**src/ptpsl_pkg.sv**
```systemverilog
// Package for the PTP slave offset and delay calculator
package ptpsl_pkg;

  // ****************************************************************
  // Widths and message kinds
  // ****************************************************************
  localparam int TS_W  = 64;
  localparam int SEQ_W = 16;

  typedef enum logic [2:0] {
    PTPSL_MSG_SYNC       = 3'h0,
    PTPSL_MSG_DELAY_REQ  = 3'h1,
    PTPSL_MSG_FOLLOW_UP  = 3'h2,
    PTPSL_MSG_DELAY_RESP = 3'h3,
    PTPSL_MSG_MGMT       = 3'h4,
    PTPSL_MSG_OTHER      = 3'h7
  } ptpsl_msg_t;

  // Wire codes of the message type nibble
  localparam logic [3:0] CODE_SYNC       = 4'h0;
  localparam logic [3:0] CODE_DELAY_REQ  = 4'h1;
  localparam logic [3:0] CODE_FOLLOW_UP  = 4'h8;
  localparam logic [3:0] CODE_DELAY_RESP = 4'h9;
  localparam logic [3:0] CODE_MGMT       = 4'hd;

  // Lock tolerances in ns
  localparam logic [15:0] TOL_LEADER_NS = 16'd1000;
  localparam logic [15:0] TOL_TIGHT_NS  = 16'd150;

  typedef enum logic [1:0] {
    PTPSL_IDLE      = 2'b00,
    PTPSL_WAIT_FUP  = 2'b01,
    PTPSL_WAIT_TXTS = 2'b10,
    PTPSL_WAIT_RESP = 2'b11
  } ptpsl_state_t;

  // Received message from the MAC side
  typedef struct packed {
    logic              valid;
    logic [3:0]        code;
    logic [SEQ_W-1:0]  seq;
    logic              multicast;
    logic [TS_W-1:0]   origin_ts;
    logic [TS_W-1:0]   rx_ts;
  } ptpsl_rx_t;

  // Results toward the clock servo
  typedef struct packed {
    logic              valid;
    logic [TS_W-1:0]   delay;
    logic [TS_W-1:0]   offset;
    logic [TS_W-1:0]   slave_int;
    logic [TS_W-1:0]   master_int;
    logic              drift_valid;
  } ptpsl_res_t;

  typedef struct packed {
    ptpsl_state_t      st;
    logic [TS_W-1:0]   t1;
    logic [TS_W-1:0]   t2;
    logic [TS_W-1:0]   t3;
    logic [TS_W-1:0]   prev_t1;
    logic [TS_W-1:0]   prev_t2;
    logic              have_prev;
    logic [SEQ_W-1:0]  sync_seq;
    logic [SEQ_W-1:0]  req_seq;
    logic              req_pulse;
    ptpsl_res_t        res;
  } ptpsl_regs_t;

endpackage
```
**src/ptpsl_calc.sv**
```systemverilog
// PTP slave: timestamp capture, delay, offset and drift calculation
`timescale 1ns/1ps
module ptpsl_calc
  import ptpsl_pkg::*;
(
  input  wire logic             clk,
  input  wire logic             reset,
  input  wire ptpsl_rx_t        rx,
  input  wire logic             is_slave,
  input  wire logic             chassis_sync_leader,
  input  wire logic             tight_tol_req,
  input  wire logic             tx_ready,
  input  wire logic             tx_ts_valid,
  input  wire logic [TS_W-1:0]  tx_ts,
  output logic                  tx_req,
  output logic [SEQ_W-1:0]      tx_seq,
  output ptpsl_msg_t            rx_kind,
  output ptpsl_res_t            res,
  output logic                  lock_source_net,
  output logic [15:0]           tolerance_ns
);

  // ****************************************************************
  // Message decode
  // ****************************************************************
  ptpsl_regs_t q;
  ptpsl_regs_t d;
  logic        acc;
  logic        is_sync;
  logic        is_fup_match;
  logic        is_resp_match;

  // Recognise the five kinds
  always_comb begin
    case (rx.code)
      CODE_SYNC: begin
        rx_kind = PTPSL_MSG_SYNC;
      end
      CODE_DELAY_REQ: begin
        rx_kind = PTPSL_MSG_DELAY_REQ;
      end
      CODE_FOLLOW_UP: begin
        rx_kind = PTPSL_MSG_FOLLOW_UP;
      end
      CODE_DELAY_RESP: begin
        rx_kind = PTPSL_MSG_DELAY_RESP;
      end
      CODE_MGMT: begin
        rx_kind = PTPSL_MSG_MGMT;
      end
      default: begin
        rx_kind = PTPSL_MSG_OTHER;
      end
    endcase
  end

  // Only multicast frames while slave role is held
  // Slave role comes from the external best-master compare
  assign acc = rx.valid && rx.multicast && is_slave;

  // Accepted frames by kind; sequence ids pair the messages
  assign is_sync       = acc && (rx_kind == PTPSL_MSG_SYNC);
  assign is_fup_match  = acc && (rx_kind == PTPSL_MSG_FOLLOW_UP) && (rx.seq == q.sync_seq);
  assign is_resp_match = acc && (rx_kind == PTPSL_MSG_DELAY_RESP)
                         && (rx.seq == q.req_seq);

  // ****************************************************************
  // Signed delay and offset arithmetic
  // ****************************************************************
  // One bit of headroom keeps the halved sum exact
  logic signed [TS_W-1:0] ms;
  logic signed [TS_W-1:0] sm;
  logic signed [TS_W:0]   sum;
  logic signed [TS_W:0]   dif;

  always_comb begin
    ms  = $signed(q.t2) - $signed(q.t1);
    sm  = $signed(rx.origin_ts) - $signed(q.t3);
    sum = {ms[TS_W-1], ms} + {sm[TS_W-1], sm};
    dif = {ms[TS_W-1], ms} - {sm[TS_W-1], sm};
  end

  // ****************************************************************
  // Exchange sequencing
  // ****************************************************************
  always_comb begin
    d                 = q;
    d.req_pulse       = 1'b0;
    d.res.valid       = 1'b0;
    d.res.drift_valid = 1'b0;
    case (q.st)
      PTPSL_IDLE: begin
        // Wait for the next Sync
        if (is_sync) begin
          d.t2       = rx.rx_ts;
          d.sync_seq = rx.seq;
          d.st       = PTPSL_WAIT_FUP;
        end
      end
      PTPSL_WAIT_FUP: begin
        // A newer Sync replaces the pending one
        if (is_sync) begin
          d.t2       = rx.rx_ts;
          d.sync_seq = rx.seq;
        end else if (is_fup_match) begin
          d.t1 = rx.origin_ts;
          if (q.have_prev) begin
            d.res.slave_int   = q.t2 - q.prev_t2;
            d.res.master_int  = rx.origin_ts - q.prev_t1;
            d.res.drift_valid = 1'b1;
          end
          d.prev_t1   = rx.origin_ts;
          d.prev_t2   = q.t2;
          d.have_prev = 1'b1;
          d.req_seq   = q.req_seq + 16'h0001;
          d.st        = PTPSL_WAIT_TXTS;
        end
      end
      PTPSL_WAIT_TXTS: begin
        // Sync frames are ignored until t3 is known
        if (tx_ready) begin
          d.req_pulse = 1'b1;
        end
        if (tx_ts_valid) begin
          d.t3 = tx_ts;
          d.st = PTPSL_WAIT_RESP;
        end
      end
      PTPSL_WAIT_RESP: begin
        if (is_resp_match) begin
          d.res.delay  = sum[TS_W:1];
          d.res.offset = dif[TS_W:1];
          d.res.valid  = 1'b1;
          d.st         = PTPSL_IDLE;
        end else if (is_sync) begin
          // Lost response; restart from the new Sync
          d.t2       = rx.rx_ts;
          d.sync_seq = rx.seq;
          d.st       = PTPSL_WAIT_FUP;
        end
      end
      default: begin
        d.st = PTPSL_IDLE;
      end
    endcase
    // Losing the slave role drops any exchange in flight
    if (!is_slave) begin
      d.st = PTPSL_IDLE;
    end
  end

  // ****************************************************************
  // State register
  // ****************************************************************
  always_ff @(posedge clk) begin
    if (reset) begin
      q <= '0;
    end else begin
      q <= d;
    end
  end

  // ****************************************************************
  // Outputs
  // ****************************************************************
  // Request drops for one cycle once the MAC has taken it
  assign tx_req = (q.st == PTPSL_WAIT_TXTS) && !q.req_pulse;
  assign tx_seq = q.req_seq;
  assign res    = q.res;

  // Leader locks to network master
  assign lock_source_net = chassis_sync_leader;

  // Leader forces wide tolerance; tight only when not leader
  always_comb begin
    if (chassis_sync_leader) begin
      tolerance_ns = TOL_LEADER_NS;
    end else if (tight_tol_req) begin
      tolerance_ns = TOL_TIGHT_NS;
    end else begin
      tolerance_ns = TOL_LEADER_NS;
    end
  end

endmodule

```
**config.mk**
```make
export PLATFORM = sky130hd
export DESIGN_NAME = ptpsl_calc
export DESIGN_NICKNAME = d
export VERILOG_FILES = /design/src/ptpsl_pkg.sv /design/src/ptpsl_calc.sv
export SDC_FILE = /design/constraint.sdc
export NUM_CORES = 2
export LEC_CHECK = 0
export BUFFER_PORTS_ARGS = -buffer_cell sky130_fd_sc_hd__buf_4
export CORE_ASPECT_RATIO = 0.7
export CORE_MARGIN = 3
export CORE_UTILIZATION = 60
export CTS_BUF_LIST = sky130_fd_sc_hd__clkbuf_8 sky130_fd_sc_hd__clkbuf_16
export DETAILED_ROUTE_END_ITERATION = 6
export GPL_TIMING_DRIVEN = 0
export HOLD_SLACK_MARGIN = 0.03
export PLACE_DENSITY_LB_ADDON = 0.1
export SLEW_MARGIN = 20
export SYNTH_ARGS = -nofsm -noshare
export SYNTH_HDL_FRONTEND = slang
export SYNTH_SLANG_ARGS = --single-unit
```
**constraint.sdc**
```tcl
create_clock -name clk -period 6.6 [get_ports clk]
set_input_delay 0.33 -clock clk [delete_from_list [all_inputs] [get_ports clk]]
set_output_delay 0.33 -clock clk [all_outputs]
set_load 0.01 [all_outputs]
```
==> flow_summary.ini <==
[outcome]
outcome = finished clean

[sta]
worst_slack_ns = 0.1877
fin_skew_ns = 0.03839
slew_headroom = 0.2048
timing_hold_violations_final = 0
max_clock_freq_ghz = 0.1559
worst_slew_pin_slew_ns = 1.193
setup_viol = 0
fin_crit_ns = 6.412
hold_ws_ns = 0.06786
finalMaxSlewViolations = 0
finalCritPeriodShare = 0.9716

[finish]
drive_gt1_frac = 0.1539
fillers = 5493
nNetsFinal = 7392
fin_cells = 7800
areaGrowthSynthToFinish_pct = 22.23

[grt]
antenna_found_initial = 12
gr-max-usage-layer = met1
grt_overflow = 0
grt_pass1_wl_mm = 244.0
grt_pass1_vias = 42818
met3_usage = 0.1022
grt_usage = 0.4087
grtUsageMet1 = 0.5756
grt_start_max_net_pins = 17
use_met2 = 0.5739

[power]
total_power_w = 0.009492
clockPowerShare = 0.365
leakagePower_nw = 22.67
seqPwrFrac = 0.350
cellPowerDensity_nw_per_um2 = 178.7
power_frac_comb = 0.285
switching_share = 0.3343
switchingPower_w = 0.003174
vdd_drop_max_uv = 201.0
internal_power_w = 0.006319

[synthesis]
syn_area_per_cell_um2 = 7.241
synth_cell_type_count = 96
ys_seq_area_frac = 0.2533
synth_cells = 6003
synthArstFlopShare = 0
synth_area_um2 = 43470
ys.flop_type = dfxtp_1
synth_edf_count = 0
yosysWarningCount = 0
ys_ff_latch = 550

[floorplan]
pin_count = 516
initial_utilization = 0.6145
fp.coreArea_um2 = 70740
die_h_um = 231.2
die-area_um2 = 75770
placementRows = 81
die_width_um = 327.7

[flow_run]
drv_cap = 0

[clock_tree]
clock_path_buffers = 3
cts.sinks = 550
cts.htree.levels = 2
cts-root-buf = clkbuf_16
cts_tree = built
numCtsBuffers = 54
clk_pin_slew_worst_paths_ns = 0.07
clock_latency_ns = 0.67

[setup_path]
critPathMaxFanout = 6
crit_buf_inv = 1
cp-end-kind = flip-flop
cpMostUsedCell = or3_1
worstPathArrival_ns = 6.92
cpPeakStageDelay_ns = 0.43
crit_chain = inv_1 -> ha_1 -> fa_1 -> nand2b_1 -> a21oi_2 -> o211ai_1 -> o31a_1 -> a31o_2 -> nor2_1 -> o21ai_0 -> nand2_1 -> xor2_4 -> ha_4 -> or3_1 -> or3_1 -> or3_1 -> o21ai_2 -> and4_4 -> a41oi_2 -> o31a_1 -> o41ai_2 -> a21oi_1 -> xnor2_1 -> a211oi_1
worst_setup_path_start_kind = flip-flop
crit_family = compound AO/OA/AOI/OAI gates
worst_path_max_delay_cell = or3_1
crit_type = flip-flop to flip-flop
required_ns = 7.10

[placement]
place_inst = 7471
place.gp.congestion = 1.017
pre_cts_slack_ns = -1.012
port_buffers = 506
hpwl_mm = 125.8

[routing]
routed_wl_mm = 163.5
via_per_inst = 6.037
firstDrtPassIters = 7
wl_per_cell_um = 20.96
drtIter0Drc = 5152
drc = 0
ant_nets = 0
vias = 47086

[worst_hold_path]
hold_class = input port to flip-flop
-- tightest hold or removal path, stage by stage --
cell     delay [ns]
buf_4          0.09
nor2_1         0.03
a21oi_1        0.10
a21oi_1        0.07
nor2_1         0.08
-- path summary, 6_finish.rpt --
check / startpoint / endpoint / slack, ns / cells after the start
setup / recovery: q[484]$_SDFFE_PP0P_ / res[191]$_SDFFE_PP0P_ / 0.19 / 24
hold / removal: tx_ts_valid / q[612]$_SDFFE_PP0P_ / 0.07 / 5
setup reg to reg: q[484]$_SDFFE_PP0P_ / res[191]$_SDFFE_PP0P_ / 0.19 / 24
hold reg to reg: res[67]$_SDFFE_PP0P_ / res[67]$_SDFFE_PP0P_ / 0.45 / 2
-- metrics by stage --
stage	TNS [ns]	utilization	cell area [µm²]
after global routing	-0.1859	0.7508	53110
after global placement	-7.794	0.6854	48490
after detailed placement	-8.175	0.6858	48510
final	0	0.7511	53130
after CTS	0	0.7446	52670
after floorplan	0	-	43490
-- layout make-up --
cell class | instances | area [µm²] | area share
clock inverter | 38 | 484.2 | 0.009113
inverter | 361 | 1355 | 0.02550
sequential | 550 | 11010 | 0.2073
clock buffer | 63 | 1475 | 0.02776
tap | 954 | 1194 | 0.02247
multi-input combinational | 4498 | 28200 | 0.5308
buffer | 585 | 3322 | 0.06252
antenna | 15 | 37.54 | 0.0007065
timing repair buffer | 736 | 6048 | 0.1138
-- Yosys cell counts (14+ instances only) --
cell / number / area, µm²
a211oi_1: 103 / 773.2
a21o_1: 188 / 1411
a21oi_1: 853 / 4269
a31oi_1: 50 / 312.8
and2_1: 17 / 106.4
and3_1: 34 / 212.7
buf_4: 290 / 2177
clkbuf_1: 293 / 1100
dfxtp_1: 550 / 11010
ha_1: 379 / 4742
inv_1: 357 / 1340
nand2_1: 1080 / 4054
nand2b_1: 48 / 300.3
nand3_1: 88 / 440.4
nand4_1: 85 / 531.8
nor2_1: 358 / 1344
nor2b_1: 47 / 294.0
nor3_1: 64 / 320.3
nor4_1: 36 / 225.2
o211ai_1: 17 / 127.6
o21a_1: 39 / 292.8
o21ai_0: 184 / 920.9
o21ai_1: 17 / 85.08
o21bai_1: 92 / 690.7
o31a_1: 14 / 122.6
o31ai_1: 30 / 225.2
or3_1: 21 / 131.4
xnor2_1: 276 / 2417
xor2_1: 130 / 1139
-- kinds of logic (layout without fill, tap and decap cells) --
| logic type | after synthesis | count (layout) | share of synthesized area |
|---|---|---|---|
| and+or+nand+nor | 1940 | 1940 | 0.1948 |
| AOI/OAI and AO/OA | 1748 | 1748 | 0.2472 |
| xor gates and xnor gates | 406 | 406 | 0.08180 |
| buffers and inverters | 961 | 1783 | 0.1083 |
| adders and majority gates | 385 | 385 | 0.1119 |
| DFF | 550 | 550 | 0.2533 |
| muxes | 11 | 11 | 0.002562 |
| other | 2 | 23 | 0.0001728 |
-- placed cells by master, fill, tap and decap left out, types with 12 or more instances in the layout --
master         instances
o211ai_1              17
o21ai_1               17
dlygate4sd3_1        210
clkbuf_2              17
clkbuf_16             54
a21oi_1              847
nor4_1                32
xnor2_1              269
o21ai_0              180
xor2_1               127
o21a_1                39
a21o_1               188
nor2b_1               45
a31oi_1               44
a211oi_1             102
dfxtp_1              548
nand2_1             1080
nor3_1                62
or3_1                 20
clkbuf_1             262
buf_4                815
o21bai_1              91
o31ai_1               27
diode_2               15
nor2_1               357
o31a_1                14
and3_1                34
nand2b_1              48
nand3_1               88
nand4_1               85
or4_1                 12
ha_1                 366
inv_1                366
and2_1                17
-- power by group through the flow --
stage | clock network, W | registers, W | logic (W)
2_1_floorplan | 0 | 0.00340 | 0.00167
3_3_place_gp | 0 | 0.00340 | 0.00236
3_5_place_dp | 0 | 0.00340 | 0.00238
4_1_cts | 0.00345 | 0.00332 | 0.00254
5_1_grt | 0.00358 | 0.00332 | 0.00290
6_report | 0.00346 | 0.00332 | 0.00271
-- registers in the layout, summed over array words and instances, names as in the netlist --
register  cells
q           276
tx_seq       16
res         258
-- timing repair --
action	in CTS	in global routing
endpoints found under the hold margin	211	0
resized for setup	20	82
endpoints found under the setup margin	14	27
hold buffers	210	0
pin swaps	4	21
setup buffers	4	14
-- layer usage --
layer	part of all wire	wire, µm
met5	0.00018	29
met3	0.13	21270
met1	0.42	68460
met4	0.056	9231
met2	0.39	64510
No activity file was read; power rests on OpenSTA's default activity.
